$ cat config.mk
export PLATFORM = sky130hd
export DESIGN_NAME = mcs_clock_chain_ctrl
export DESIGN_NICKNAME = d
export VERILOG_FILES = /design/src/mcs_pkg.sv /design/src/mcs_clock_chain_ctrl.sv
export SDC_FILE = /design/constraint.sdc
export NUM_CORES = 1
export LEC_CHECK = 0
export CORE_UTILIZATION = 25
export DETAILED_ROUTE_END_ITERATION = 16
export DONT_BUFFER_PORTS = 1
export PLACE_DENSITY = 0.48
export SKIP_CTS_REPAIR_TIMING = 1
export SYNTH_ARGS = -nofsm -noshare
export SYNTH_HDL_FRONTEND = slang
export SYNTH_SLANG_ARGS = --single-unit
$ cat constraint.sdc
create_clock -name clk_sys -period 8 [get_ports clk_sys]
set_input_delay 0.8 -clock clk_sys [delete_from_list [all_inputs] [get_ports clk_sys]]
set_output_delay 0.8 -clock clk_sys [all_outputs]
set_load 0.02 [all_outputs]
$ cat src/mcs_pkg.sv
// Constants, types and field layouts for the clock select and chain config
package mcs_pkg;

  // Clock rate of clk_sys (internal oscillator domain)
  localparam longint unsigned CLK_HZ = 64'd40000000;
  // Least valid master clock frequency
  localparam longint unsigned MCLK_MIN_HZ = 64'd1150000;
  // Oscillator cycles in one master clock measurement window
  localparam int unsigned MEAS_CYC = 1024;
  // Least falling-edge count over the window (rounded up)
  localparam int unsigned MIN_EDGES =
    int'((MCLK_MIN_HZ * MEAS_CYC + CLK_HZ - 64'd1) / CLK_HZ);
  // Start-up routine length in oscillator cycles
  localparam int unsigned BOOT_CYC = 256;
  // Wideband group delay in output words
  localparam int unsigned WB_DELAY_WORDS = 34;
  // Sinc5 settling in output words
  localparam int unsigned SINC_DELAY_WORDS = 5;
  // Number of decimation settings
  localparam int unsigned DEC_SETTINGS = 6;

  // Register offsets
  localparam logic [7:0] OFS_CLK_IF = 8'h04;
  localparam logic [7:0] OFS_GEN_CFG = 8'h05;
  localparam logic [7:0] OFS_CH_STANDBY = 8'h08;
  localparam logic [7:0] OFS_REFP_BUF = 8'h09;
  localparam logic [7:0] OFS_REFN_BUF = 8'h0A;
  localparam logic [7:0] OFS_FILT_SEL = 8'h0B;
  localparam logic [7:0] OFS_DEC_RATE = 8'h0C;
  localparam logic [7:0] OFS_GROUP_B = 8'h0D;
  localparam logic [7:0] OFS_DEV_STATUS = 8'h0E;

  // Field positions
  localparam int unsigned CLK_IF_LVDS_BIT = 3;
  localparam int unsigned GEN_CM_EN_BIT = 4;
  localparam int unsigned GEN_CM_LVL_LSB = 0;
  localparam int unsigned DEC_A_LSB = 0;
  localparam int unsigned DEC_B_LSB = 4;
  localparam int unsigned STAT_CLK_ERR_BIT = 0;
  localparam int unsigned STAT_HANDOVER_BIT = 1;

  // Reset values
  localparam logic [7:0] RST_CLK_IF = 8'h00;
  localparam logic [7:0] RST_GEN_CFG = 8'h10;
  localparam logic [7:0] RST_CH_STANDBY = 8'h00;
  localparam logic [7:0] RST_REF_BUF = 8'h00;
  localparam logic [7:0] RST_FILT_SEL = 8'hFF;
  localparam logic [7:0] RST_DEC_RATE = 8'h00;
  localparam logic [7:0] RST_GROUP_B = 8'h00;

  // Common-mode output level choices
  typedef enum logic [1:0] {
    CM_HALF_SUPPLY = 2'b00,
    CM_1V65 = 2'b01,
    CM_2V14 = 2'b10,
    CM_2V5 = 2'b11
  } mcs_cm_level_t;

  // Clock controller states
  typedef enum logic [1:0] {
    ST_BOOT = 2'b00,
    ST_MEASURE = 2'b01,
    ST_RUN = 2'b10,
    ST_FAULT = 2'b11
  } mcs_clk_state_t;

  // Configuration handed to the signal chain
  typedef struct packed {
    logic cmEnable;
    mcs_cm_level_t cmLevel;
    logic [7:0] refPosBufEn;
    logic [7:0] refNegBufEn;
    logic [7:0] wideband;
    logic [2:0] decCodeA;
    logic [2:0] decCodeB;
    logic [7:0] groupB;
  } mcs_chain_cfg_t;

  // Clock routing shown to the clock tree
  typedef struct packed {
    logic useExternal;
    logic lvdsMode;
    logic xtalOrLvds;
    logic clockFault;
  } mcs_clk_route_t;

endpackage

$ cat src/mcs_clock_chain_ctrl.sv
// Clock source selection, master clock check and chain configuration
//
// Functional notes
// - Pin mode: common-mode output on by default, at half supply.
// - Serial: register sets common-mode enable and one of four levels.
// - Channel zero standby forces the common-mode output off.
// - Pin mode: all reference precharge buffers off.
// - Positive and negative reference buffers set separately by host.
// - Boot on internal oscillator, then hand over to the master clock.
// - Count falling edges in a fixed window; valid from 1.15 MHz.
// - Failed check: no handover, header and status error, no data.
// - Clock fault stays until device reset.
// - Select pin low at power-up picks single-ended CMOS clock input.
// - Select high: crystal or LVDS; LVDS only serially, bit 3 of 0x04.
// - Sinc5 or wideband; per channel serially, one for all in pin mode.
// - Six decimation settings for both filters.
// - Wideband path group delay is about 34 output words.
// - After sync, settled data held back a fixed delay from sync rise.
// - Filters restart on sync rising edge; host issues it after setup.
`timescale 1ns/1ps
module mcs_clock_chain_ctrl #(
  parameter int unsigned BOOT_CYCLES = mcs_pkg::BOOT_CYC,
  parameter int unsigned MEAS_CYCLES = mcs_pkg::MEAS_CYC,
  parameter int unsigned MIN_EDGE_COUNT = mcs_pkg::MIN_EDGES,
  parameter int unsigned OSC_PER_MOD = 4
) (
  input wire logic clk_sys,
  input wire logic nrst,
  input wire logic extMclk,
  input wire logic clkSelPin,
  input wire logic pinMode,
  input wire logic pinFilterWide,
  input wire logic [2:0] pinDecCode,
  input wire logic syncIn,
  input wire logic regWrEn,
  input wire logic [7:0] regAddr,
  input wire logic [7:0] regWrData,
  output logic [7:0] regRdData,
  output mcs_pkg::mcs_clk_route_t clkRoute,
  output mcs_pkg::mcs_chain_cfg_t chainCfg,
  output logic headerClkErr,
  output logic convEnable,
  output logic filterRestart,
  output logic settledValid
);

  // Elaboration-time checks
  initial
  begin
    if (MEAS_CYCLES < 2 || MEAS_CYCLES > 65535)
      $error("MEAS_CYCLES out of range");
    if (MIN_EDGE_COUNT < 1 || MIN_EDGE_COUNT > MEAS_CYCLES / 2)
      $error("MIN_EDGE_COUNT out of range");
    if (BOOT_CYCLES < 1 || BOOT_CYCLES > 65536)
      $error("BOOT_CYCLES out of range");
    if (OSC_PER_MOD < 1 || OSC_PER_MOD > 64)
      $error("OSC_PER_MOD out of range");
  end

  // Decimation code to ratio; codes above the last setting give 1024
  function automatic logic [10:0] decRatio(input logic [2:0] code);
    logic [10:0] r;
    r = 11'h020;
    case (code)
      3'h0: r = 11'h020;
      3'h1: r = 11'h040;
      3'h2: r = 11'h080;
      3'h3: r = 11'h100;
      3'h4: r = 11'h200;
      default: r = 11'h400;
    endcase
    return r;
  endfunction

  // Settling delay in oscillator cycles for a filter and decimation
  function automatic logic [23:0] settleCycles(input logic wide,
                                               input logic [2:0] code);
    logic [23:0] words;
    words = wide ? 24'(mcs_pkg::WB_DELAY_WORDS) :
                   24'(mcs_pkg::SINC_DELAY_WORDS);
    return 24'(words * 24'(decRatio(code)) * 24'(OSC_PER_MOD));
  endfunction

  mcs_pkg::mcs_clk_state_t state_reg;
  mcs_pkg::mcs_clk_state_t state_next;
  logic strapTaken_reg;
  logic clkSel_reg;
  logic serialMode_reg;
  logic [7:0] clkIf_reg;
  logic [7:0] genCfg_reg;
  logic [7:0] standby_reg;
  logic [7:0] refPos_reg;
  logic [7:0] refNeg_reg;
  logic [7:0] filtSel_reg;
  logic [7:0] decRate_reg;
  logic [7:0] groupB_reg;
  logic [15:0] phaseCnt_reg;
  logic [15:0] edgeCnt_reg;
  logic mclkMeta_reg;
  logic mclkSync_reg;
  logic mclkPrev_reg;
  logic syncPrev_reg;
  logic [23:0] settleCnt_reg;
  logic settled_reg;
  logic mclkFall;
  logic syncRise;
  logic windowDone;
  logic [7:0] statusByte;
  logic regWrite;

  assign mclkFall = mclkPrev_reg & ~mclkSync_reg;
  assign syncRise = syncIn & ~syncPrev_reg;
  assign windowDone = (phaseCnt_reg == 16'(MEAS_CYCLES - 1));
  assign regWrite = regWrEn & serialMode_reg;

  // Straps caught once after reset release
  always_ff @(posedge clk_sys or negedge nrst)
  begin
    if (!nrst)
    begin
      strapTaken_reg <= 1'b0;
      clkSel_reg <= 1'b0;
      serialMode_reg <= 1'b0;
    end
    else if (!strapTaken_reg)
    begin
      strapTaken_reg <= 1'b1;
      clkSel_reg <= clkSelPin;
      serialMode_reg <= ~pinMode;
    end
  end

  // Master clock synchroniser and edge history
  always_ff @(posedge clk_sys or negedge nrst)
  begin
    if (!nrst)
    begin
      mclkMeta_reg <= 1'b0;
      mclkSync_reg <= 1'b0;
      mclkPrev_reg <= 1'b0;
    end
    else
    begin
      mclkMeta_reg <= extMclk;
      mclkSync_reg <= mclkMeta_reg;
      mclkPrev_reg <= mclkSync_reg;
    end
  end

  // Clock controller next state; fault is left only by reset
  always_comb
  begin
    state_next = state_reg;
    case (state_reg)
      mcs_pkg::ST_BOOT:
        if (strapTaken_reg && phaseCnt_reg == 16'(BOOT_CYCLES - 1))
          state_next = mcs_pkg::ST_MEASURE;
      mcs_pkg::ST_MEASURE:
        if (windowDone)
          state_next = (edgeCnt_reg + 16'(mclkFall) >=
                        16'(MIN_EDGE_COUNT)) ?
                       mcs_pkg::ST_RUN : mcs_pkg::ST_FAULT;
      mcs_pkg::ST_RUN:
        state_next = mcs_pkg::ST_RUN;
      mcs_pkg::ST_FAULT:
        state_next = mcs_pkg::ST_FAULT;
      default:
        state_next = mcs_pkg::ST_FAULT;
    endcase
  end

  // State register
  always_ff @(posedge clk_sys or negedge nrst)
  begin
    if (!nrst)
      state_reg <= mcs_pkg::ST_BOOT;
    else
      state_reg <= state_next;
  end

  // Boot timer and measurement window counter
  always_ff @(posedge clk_sys or negedge nrst)
  begin
    if (!nrst)
      phaseCnt_reg <= 16'h0000;
    else if (state_next != state_reg)
      phaseCnt_reg <= 16'h0000;
    else if (state_reg == mcs_pkg::ST_BOOT && strapTaken_reg)
      phaseCnt_reg <= phaseCnt_reg + 16'h0001;
    else if (state_reg == mcs_pkg::ST_MEASURE)
      phaseCnt_reg <= phaseCnt_reg + 16'h0001;
  end

  // Falling edges of the master clock inside the window
  always_ff @(posedge clk_sys or negedge nrst)
  begin
    if (!nrst)
      edgeCnt_reg <= 16'h0000;
    else if (state_reg != mcs_pkg::ST_MEASURE)
      edgeCnt_reg <= 16'h0000;
    else if (mclkFall)
      edgeCnt_reg <= edgeCnt_reg + 16'h0001;
  end

  // Register writes, accepted only in serial mode
  always_ff @(posedge clk_sys or negedge nrst)
  begin
    if (!nrst)
    begin
      clkIf_reg <= mcs_pkg::RST_CLK_IF;
      genCfg_reg <= mcs_pkg::RST_GEN_CFG;
      standby_reg <= mcs_pkg::RST_CH_STANDBY;
      refPos_reg <= mcs_pkg::RST_REF_BUF;
      refNeg_reg <= mcs_pkg::RST_REF_BUF;
      filtSel_reg <= mcs_pkg::RST_FILT_SEL;
      decRate_reg <= mcs_pkg::RST_DEC_RATE;
      groupB_reg <= mcs_pkg::RST_GROUP_B;
    end
    else if (regWrite)
    begin
      case (regAddr)
        mcs_pkg::OFS_CLK_IF: clkIf_reg <= regWrData;
        mcs_pkg::OFS_GEN_CFG: genCfg_reg <= regWrData;
        mcs_pkg::OFS_CH_STANDBY: standby_reg <= regWrData;
        mcs_pkg::OFS_REFP_BUF: refPos_reg <= regWrData;
        mcs_pkg::OFS_REFN_BUF: refNeg_reg <= regWrData;
        mcs_pkg::OFS_FILT_SEL: filtSel_reg <= regWrData;
        mcs_pkg::OFS_DEC_RATE: decRate_reg <= regWrData;
        mcs_pkg::OFS_GROUP_B: groupB_reg <= regWrData;
        default: ;
      endcase
    end
  end

  // Device status byte
  always_comb
  begin
    statusByte = 8'h00;
    statusByte[mcs_pkg::STAT_CLK_ERR_BIT] =
      (state_reg == mcs_pkg::ST_FAULT);
    statusByte[mcs_pkg::STAT_HANDOVER_BIT] = (state_reg == mcs_pkg::ST_RUN);
  end

  // Registered read data; unmapped offsets read zero
  always_ff @(posedge clk_sys or negedge nrst)
  begin
    if (!nrst)
      regRdData <= 8'h00;
    else
    begin
      case (regAddr)
        mcs_pkg::OFS_CLK_IF: regRdData <= clkIf_reg;
        mcs_pkg::OFS_GEN_CFG: regRdData <= genCfg_reg;
        mcs_pkg::OFS_CH_STANDBY: regRdData <= standby_reg;
        mcs_pkg::OFS_REFP_BUF: regRdData <= refPos_reg;
        mcs_pkg::OFS_REFN_BUF: regRdData <= refNeg_reg;
        mcs_pkg::OFS_FILT_SEL: regRdData <= filtSel_reg;
        mcs_pkg::OFS_DEC_RATE: regRdData <= decRate_reg;
        mcs_pkg::OFS_GROUP_B: regRdData <= groupB_reg;
        mcs_pkg::OFS_DEV_STATUS: regRdData <= statusByte;
        default: regRdData <= 8'h00;
      endcase
    end
  end

  // Clock routing and fault reporting
  always_ff @(posedge clk_sys or negedge nrst)
  begin
    if (!nrst)
    begin
      clkRoute <= '0;
      headerClkErr <= 1'b0;
      convEnable <= 1'b0;
    end
    else
    begin
      clkRoute.useExternal <= (state_next == mcs_pkg::ST_RUN);
      clkRoute.xtalOrLvds <= clkSel_reg;
      clkRoute.lvdsMode <= clkSel_reg & serialMode_reg &
                           clkIf_reg[mcs_pkg::CLK_IF_LVDS_BIT];
      clkRoute.clockFault <= (state_next == mcs_pkg::ST_FAULT);
      headerClkErr <= (state_next == mcs_pkg::ST_FAULT);
      convEnable <= (state_next == mcs_pkg::ST_RUN);
    end
  end

  // Chain configuration, pin mode defaults or register fields
  always_ff @(posedge clk_sys or negedge nrst)
  begin
    if (!nrst)
      chainCfg <= '0;
    else if (!serialMode_reg)
    begin
      chainCfg.cmEnable <= ~standby_reg[0];
      chainCfg.cmLevel <= mcs_pkg::CM_HALF_SUPPLY;
      chainCfg.refPosBufEn <= 8'h00;
      chainCfg.refNegBufEn <= 8'h00;
      chainCfg.wideband <= {8{pinFilterWide}};
      chainCfg.decCodeA <= pinDecCode;
      chainCfg.decCodeB <= pinDecCode;
      chainCfg.groupB <= 8'h00;
    end
    else
    begin
      chainCfg.cmEnable <= genCfg_reg[mcs_pkg::GEN_CM_EN_BIT] &
                           ~standby_reg[0];
      chainCfg.cmLevel <= mcs_pkg::mcs_cm_level_t'(
        genCfg_reg[mcs_pkg::GEN_CM_LVL_LSB +: 2]);
      chainCfg.refPosBufEn <= refPos_reg;
      chainCfg.refNegBufEn <= refNeg_reg;
      chainCfg.wideband <= filtSel_reg;
      chainCfg.decCodeA <= decRate_reg[mcs_pkg::DEC_A_LSB +: 3];
      chainCfg.decCodeB <= decRate_reg[mcs_pkg::DEC_B_LSB +: 3];
      chainCfg.groupB <= groupB_reg;
    end
  end

  // Sync edge detection and filter restart pulse
  always_ff @(posedge clk_sys or negedge nrst)
  begin
    if (!nrst)
    begin
      syncPrev_reg <= 1'b0;
      filterRestart <= 1'b0;
    end
    else
    begin
      syncPrev_reg <= syncIn;
      filterRestart <= syncRise & (state_reg == mcs_pkg::ST_RUN);
    end
  end

  // Settled data withheld after sync; slowest active setting decides
  always_ff @(posedge clk_sys or negedge nrst)
  begin
    if (!nrst)
    begin
      settleCnt_reg <= 24'h000000;
      settled_reg <= 1'b0;
    end
    else if (state_reg != mcs_pkg::ST_RUN)
    begin
      settleCnt_reg <= 24'h000000;
      settled_reg <= 1'b0;
    end
    else if (syncRise)
    begin
      settleCnt_reg <= settleCycles(|chainCfg.wideband,
        (chainCfg.groupB != 8'h00 &&
         chainCfg.decCodeB > chainCfg.decCodeA) ?
        chainCfg.decCodeB : chainCfg.decCodeA);
      settled_reg <= 1'b0;
    end
    else if (settleCnt_reg != 24'h000000)
      settleCnt_reg <= settleCnt_reg - 24'h000001;
    else
      settled_reg <= 1'b1;
  end

  assign settledValid = settled_reg & convEnable;

endmodule

; Word level (Yosys, flattened, before mapping)
; Cells that the tools add are included.
[totals]
reg_bits = 184
output_inout_bits = 57
word_cells = 118
[classes]
add_sub_neg = 4
n_mul = 1
n_lt_le_gt_ge = 2
eq_ne = 24
mux = 22
bitwise = 12
reduce_logical = 19
[ops]
columns = operator, count
row1 = two-way mux 16 bit, 5
row2 = two-way mux 24 bit, 3
row3 = case mux 8 bit (9 select lines), 1
row4 = equality test 8 x 4 -> 1 bit (second input constant), 7
row5 = case mux 11 bit (5 select lines), 1
row6 = two-way mux 41 bit, 1
row7 = adder 16 x 1 -> 16 bit (second input constant), 2
row8 = nonzero test 24 bit, 1
row9 = subtractor 24 x 1 -> 24 bit (second input constant), 1
row10 = two-way mux 11 bit, 2
row11 = multiplier 6 x 11 -> 17 bit, 1
row12 = adder 16 x 1 -> 16 bit, 1
row13 = equality test 16 x 10 -> 1 bit (second input constant), 1
row14 = equality test 16 x 8 -> 1 bit (second input constant), 1
row15 = equality test 8 x 3 -> 1 bit (second input constant), 2
row16 = greater-or-equal comparator 16 x 5 -> 1 bit (second input constant), 1
row17 = AND reduction 2 bit, 8
row18 = bitwise AND 1 bit, 8
row19 = equality test 2 bit (second input constant), 4
row20 = case mux 2 bit (4 select lines), 1
row21 = nonzero test 8 bit, 1
row22 = OR reduction 8 bit, 1
row23 = equality test 3 x 2 -> 1 bit (second input constant), 2
row24 = two-way mux 6 bit, 1
row25 = other kinds (17), 27

; Depth between registers and ports, before layout
[depth]
ltp_word = 10
depth_mapped = 20

; Worst setup path before layout
; OpenSTA, ideal clock, no wires.
[synth_path]
kind = flip-flop to flip-flop
start = reg chainCfg[12] (netlist name)
end = reg settleCnt_reg[16]
setup_time_ps = 90
t_arrival_ps = 4564
required_ps = 7910
path_slack_ps = 3346
path_stages_with_launch = 18
cell_sequence = dfrtp_1 > inv_1 > ha_1 > a32o_1 > a21oi_2 > mux2i_1 > and3_1 > ha_1 > ha_1 > inv_1 > fa_1 > inv_1 > ha_1 > o21a_1 > o21ai_0 > a21boi_0 > or2_2 > o221ai_1
[synth_via]
elab_chain_cells = 10
elab_cells_between_ends = 14
classes_between = mul (1) / order compare (1) / eq/ne (4) / mux (6) / reduce/logical (2)
[synth_rtl]
columns = item, line
row1 = start: declaration, mcs_clock_chain_ctrl.sv:40  ; output mcs_pkg::mcs_chain_cfg_t chainCfg,
row2 = greater-than comparator 3 bit, mcs_clock_chain_ctrl.sv:350  ; chainCfg.decCodeB > chainCfg.decCodeA) ?
row3 = logical AND 1 bit, mcs_clock_chain_ctrl.sv:349  ; (chainCfg.groupB != 8'h00 &&
row4 = two-way mux 3 bit *, mcs_clock_chain_ctrl.sv:350
row5 = equality test 3 bit (tied with other cells), mcs_clock_chain_ctrl.sv:64  ; case (code)
row6 = case mux 11 bit (5 select lines) *, mcs_clock_chain_ctrl.sv:64
row7 = two-way mux 11 bit *, mcs_clock_chain_ctrl.sv:346  ; else if (syncRise)
row8 = two-way mux 11 bit *, mcs_clock_chain_ctrl.sv:341  ; else if (state_reg != mcs_pkg::ST_RUN)
row9 = multiplier 6 x 11 -> 17 bit *, mcs_clock_chain_ctrl.sv:81  ; return 24'(words * 24'(decRatio(code)) * 24'(OSC_PER_MOD));
row10 = two-way mux 24 bit *, mcs_clock_chain_ctrl.sv:346
row11 = two-way mux 24 bit *, mcs_clock_chain_ctrl.sv:341
row12 = end signal: assignment, mcs_clock_chain_ctrl.sv:348  ; settleCnt_reg <= settleCycles(|chainCfg.wideband,
row13 = end signal: assignment, mcs_clock_chain_ctrl.sv:355  ; settleCnt_reg <= settleCnt_reg - 24'h000001;
row14 = end: declaration, mcs_clock_chain_ctrl.sv:103  ; logic [23:0] settleCnt_reg;
; Every way passes the cells marked *; elsewhere a longest branch is shown, timed or not. The select of a mux whose other input is x is not followed.
; A chain may end at the register's enable or synchronous reset.

; Worst setup path after layout
; Ends and elaborated chain as after synthesis.

==> flow_summary_export.csv <==
group,metric,value,unit
clock_tree,cts_made_buffers,17,
power_and_ir_drop,switchingPower,534.8,uW
power_and_ir_drop,power_frac_seq,50.6,%
worst_setup_path,cp.arrival,5.55,ns
yosys,synth_compound_area_share,8.339,%
yosys,ys_ff_latch,184,
layout,drive_gt1_share,15.50,%
die,dieArea,37140,sq um
run_status,violations,"DRC",
clock_tree,cts.clk_slew.worst_paths,0.08,ns
drt,drc,10,
sta,rsz0062_at_grt,"false",
yosys,yosysUniqueCellTypes,75,
yosys,synthMuxAreaShare,9.165,%
sta,setup_viol,0,
job,drv_cap,0,
global_route,grt-ovfl-total,0,
layout,largest_reg_flops,41,
clock_tree,root_buffer,"clkbuf_16",
worst_setup_path,cp_max_fo,10,
sta,fin_crit,5.194,ns
yosys,synth_xor_area_share,5.202,%
clock_tree,insertion_delay,0.44,ns
global_route,antenna_found_initial,1,
layout,diodes,0,
sta,fmax,192.5,MHz
clock_tree,clock-sinks,184,
clock_tree,cts_tree,"done",
worst_setup_path,worst_setup_path_end_kind,"flip-flop",
global_route,grt_pass1_vias,6275,
yosys,synth_simple_gate_area_share,19.11,%
global_route,grt_pass1_wl,37450,um
power_and_ir_drop,p_comb_share,6.1,%
place,hpwlAfterDp,16750,um
yosys,synth_flop_cell,"dfrtp_1",
worst_setup_path,critPathKind,"flip-flop to flip-flop",
min_path,hp-class,"input pin to asynchronous set/reset pin",
die,initial_utilization,25.50,%
global_route,grt_use_total,13.37,%
yosys,synth_edf_count,0,
drt,wl,23700,um
clock_tree,cts_buffer_depth,2,
global_route,grt_max_degree,185,
yosys,synth.avg_cell_area,10.61,sq um
die,io_pins,84,
power_and_ir_drop,p_clk_share,43.3,%
die,core_region_area,35660,sq um
layout,regArea,4616,sq um
die,rows,69,
yosys,synth_nets,915,
yosys,synthAdderAreaFrac,4.514,%
place,routabilityCongestion,0.7483,
drt,ant_nets,0,
drt,vias,6264,
yosys,async_flop_share,100.0,%
power_and_ir_drop,p_sw_share,26.69,%
drt,avgRoutedWirePerCell,17.97,um
yosys,synth_top_family_by_area,"simple AND/OR/NAND/NOR gates",
power_and_ir_drop,cell_internal_pwr,1469,uW
sta,fin_crit_sh,64.93,%
layout,multi_input_area,4225,sq um
sta,hold_viol,0,
yosys,yosysSeqAreaShare,50.76,%
die,fp.dieH,192.7,um
worst_setup_path,start_kind,"flip-flop",
yosys,synthesis.area,9092,sq um
layout,nNetsFinal,903,
clock_tree,htreeDepth,4,
drt,vias_per_cell,4.749,
sta,whs,0.07901,ns
sta,worst-slew-pin-transition,1.201,ns
run_status,status,"finished, violations left",
layout,nFillCells,3721,
yosys,synth_warnings,0,
drt,dr.pass1.iters,11,
place,io_buffers,0,
sta,setup_tns,0,ns
die,die_width,192.7,um
drt,initialDrtViolationCount,435,
power_and_ir_drop,power_density,197.1,nW/um^2
worst_setup_path,cp_data_required_time,8.35,ns
power_and_ir_drop,p_leak,0.004534,uW
layout,syn2layout_area_growth,11.79,%
yosys,netlist_instances,857,
sta,slew_viol_final,0,
sta,fin_skew,0.01497,ns
power_and_ir_drop,irDropWorstVdd,0.1530,mV
sta,relSlewSlack,19.32,%
final timing paths:
path | slack [ns] | start | depth (start not counted) | end
min in group clk_sys | 0.35 | mclkMeta_reg | 0 | mclkSync_reg
setup / recovery | 2.81 | chainCfg[12] | 17 | settleCnt_reg[16]
hold / removal | 0.08 | nrst | 0 | convEnable
max in group asynchronous | 7.54 | nrst | 0 | filtSel_reg[7]
setup reg to reg | 2.81 | chainCfg[12] | 17 | settleCnt_reg[16]
hold reg to reg | 0.35 | mclkMeta_reg | 0 | mclkSync_reg
worst max-delay path: stages, from the launching register on:
cell and delay (ns):
dfrtp_1 0.51, inv_1 0.12, ha_1 0.30, a32o_1 0.28, a21oi_2 0.42, mux2i_1 0.69, and3_1 0.31, o21bai_1 0.12
ha_1 0.25, ha_1 0.29, ha_1 0.27, ha_1 0.33, nor2b_1 0.15, o21a_1 0.17, o21ai_0 0.30, a21boi_0 0.16
or2_2 0.29, o221ai_1 0.14
per-layer routing:
metal / part of all wire (%) / vias up / GRT usage, %
met5: 0 / - / 0
met4: 0.96 / 0 / 2.968
met3: 5.9 / 14 / 4.292
met2: 47 / 100 / 20.82
met1: 46 / 3172 / 17.93
li1: - / 2978 / -
stage by stage:
| step | cell area (sq um) | setup slack, ns | cells | power (uW) | util [%] |
|---|---|---|---|---|---|
| global placement | 9549 | 2.981 | 1287 | 1156 | 26.78 |
| global route | 10160 | 2.408 | 1319 | 2089 | 28.51 |
| CTS | 10160 | 2.802 | 1319 | 2033 | 28.51 |
| detailed placement | 9549 | 2.855 | 1287 | 1157 | 26.78 |
| floorplan | 9092 | 3.346 | 857 | 1122 | - |
| finish | 10160 | 2.806 | 1319 | 2004 | 28.51 |
cell type report:
cell class / count / share of cell area (%)
Sequential cell: 184 / 45.41
Tap cell: 461 / 5.675
Timing Repair Buffer: 2 / 0.1477
Multi-Input combinational cell: 609 / 41.57
Inverter: 31 / 1.145
Clock buffer: 17 / 4.185
Clock inverter: 15 / 1.871
synthesized netlist by cell type (5+ instances only):
library cell / n / share of area (%)
nor2b_1: 9 / 0.62
and2_1: 28 / 1.9
xnor2_1: 30 / 2.9
nor3_1: 15 / 0.83
xor2_1: 24 / 2.3
nand3_1: 31 / 1.7
dfrtp_1: 175 / 48
a211oi_1: 8 / 0.66
or4_1: 5 / 0.41
ha_1: 28 / 3.9
a21oi_1: 23 / 1.3
nand4_1: 11 / 0.76
and4_1: 5 / 0.48
mux2_2: 66 / 8.2
dfstp_2: 9 / 2.6
nor2_1: 83 / 3.4
or3_1: 6 / 0.41
o21ai_0: 20 / 1.1
nand2_1: 87 / 3.6
and3_1: 8 / 0.55
mux2i_1: 9 / 0.99
a22oi_1: 11 / 0.91
clkbuf_1: 28 / 1.2
nand2b_1: 8 / 0.55
inv_1: 31 / 1.3
a31oi_1: 5 / 0.34
nor4_1: 9 / 0.62
a221oi_1: 5 / 0.48
cell families after synthesis:
| family | after synthesis |
|---|---|
| AND/OR/NAND/NOR | 336 |
| flip-flops | 184 |
| AO/OA/AOI/OAI | 111 |
| multiplexers | 75 |
| buffers and inverters | 64 |
| XOR/XNOR | 54 |
| adder cells (fa/ha/maj) | 31 |
| other | 2 |
layout by cell type (no fill, tap or decap), types with 5 or more instances in the layout:
| cell | synthesis | routed |
|---|---|---|
| dfrtp_1 | 175 | 175 |
| nand2_1 | 87 | 87 |
| nor2_1 | 83 | 83 |
| mux2_2 | 66 | 66 |
| inv_1 | 31 | 31 |
| nand3_1 | 31 | 31 |
| xnor2_1 | 30 | 30 |
| and2_1 | 28 | 28 |
| ha_1 | 28 | 28 |
| xor2_1 | 24 | 24 |
| a21oi_1 | 23 | 23 |
| o21ai_0 | 20 | 20 |
| clkbuf_16 | 0 | 17 |
| nor3_1 | 15 | 15 |
| a22oi_1 | 11 | 11 |
| nand4_1 | 11 | 11 |
| nor2b_1 | 9 | 9 |
| nor4_1 | 9 | 9 |
| mux2i_1 | 9 | 9 |
| dfstp_2 | 9 | 9 |
| nand2b_1 | 8 | 8 |
| and3_1 | 8 | 8 |
| a211oi_1 | 8 | 8 |
| or3_1 | 6 | 6 |
| or4_1 | 5 | 5 |
| a221oi_1 | 5 | 5 |
| and4_1 | 5 | 5 |
| a31oi_1 | 5 | 5 |
| clkinv_8 | 0 | 5 |
power by group through the flow:
stage,sequential [uW],clock [uW],combinational (uW)
finish,1010,868,122
global route,1020,929,140
CTS,1010,893,125
detailed placement,1030,0,125
global placement,1030,0,124
floorplan,1020,0,101
Note: power is estimated with default switching activity, not from simulation.
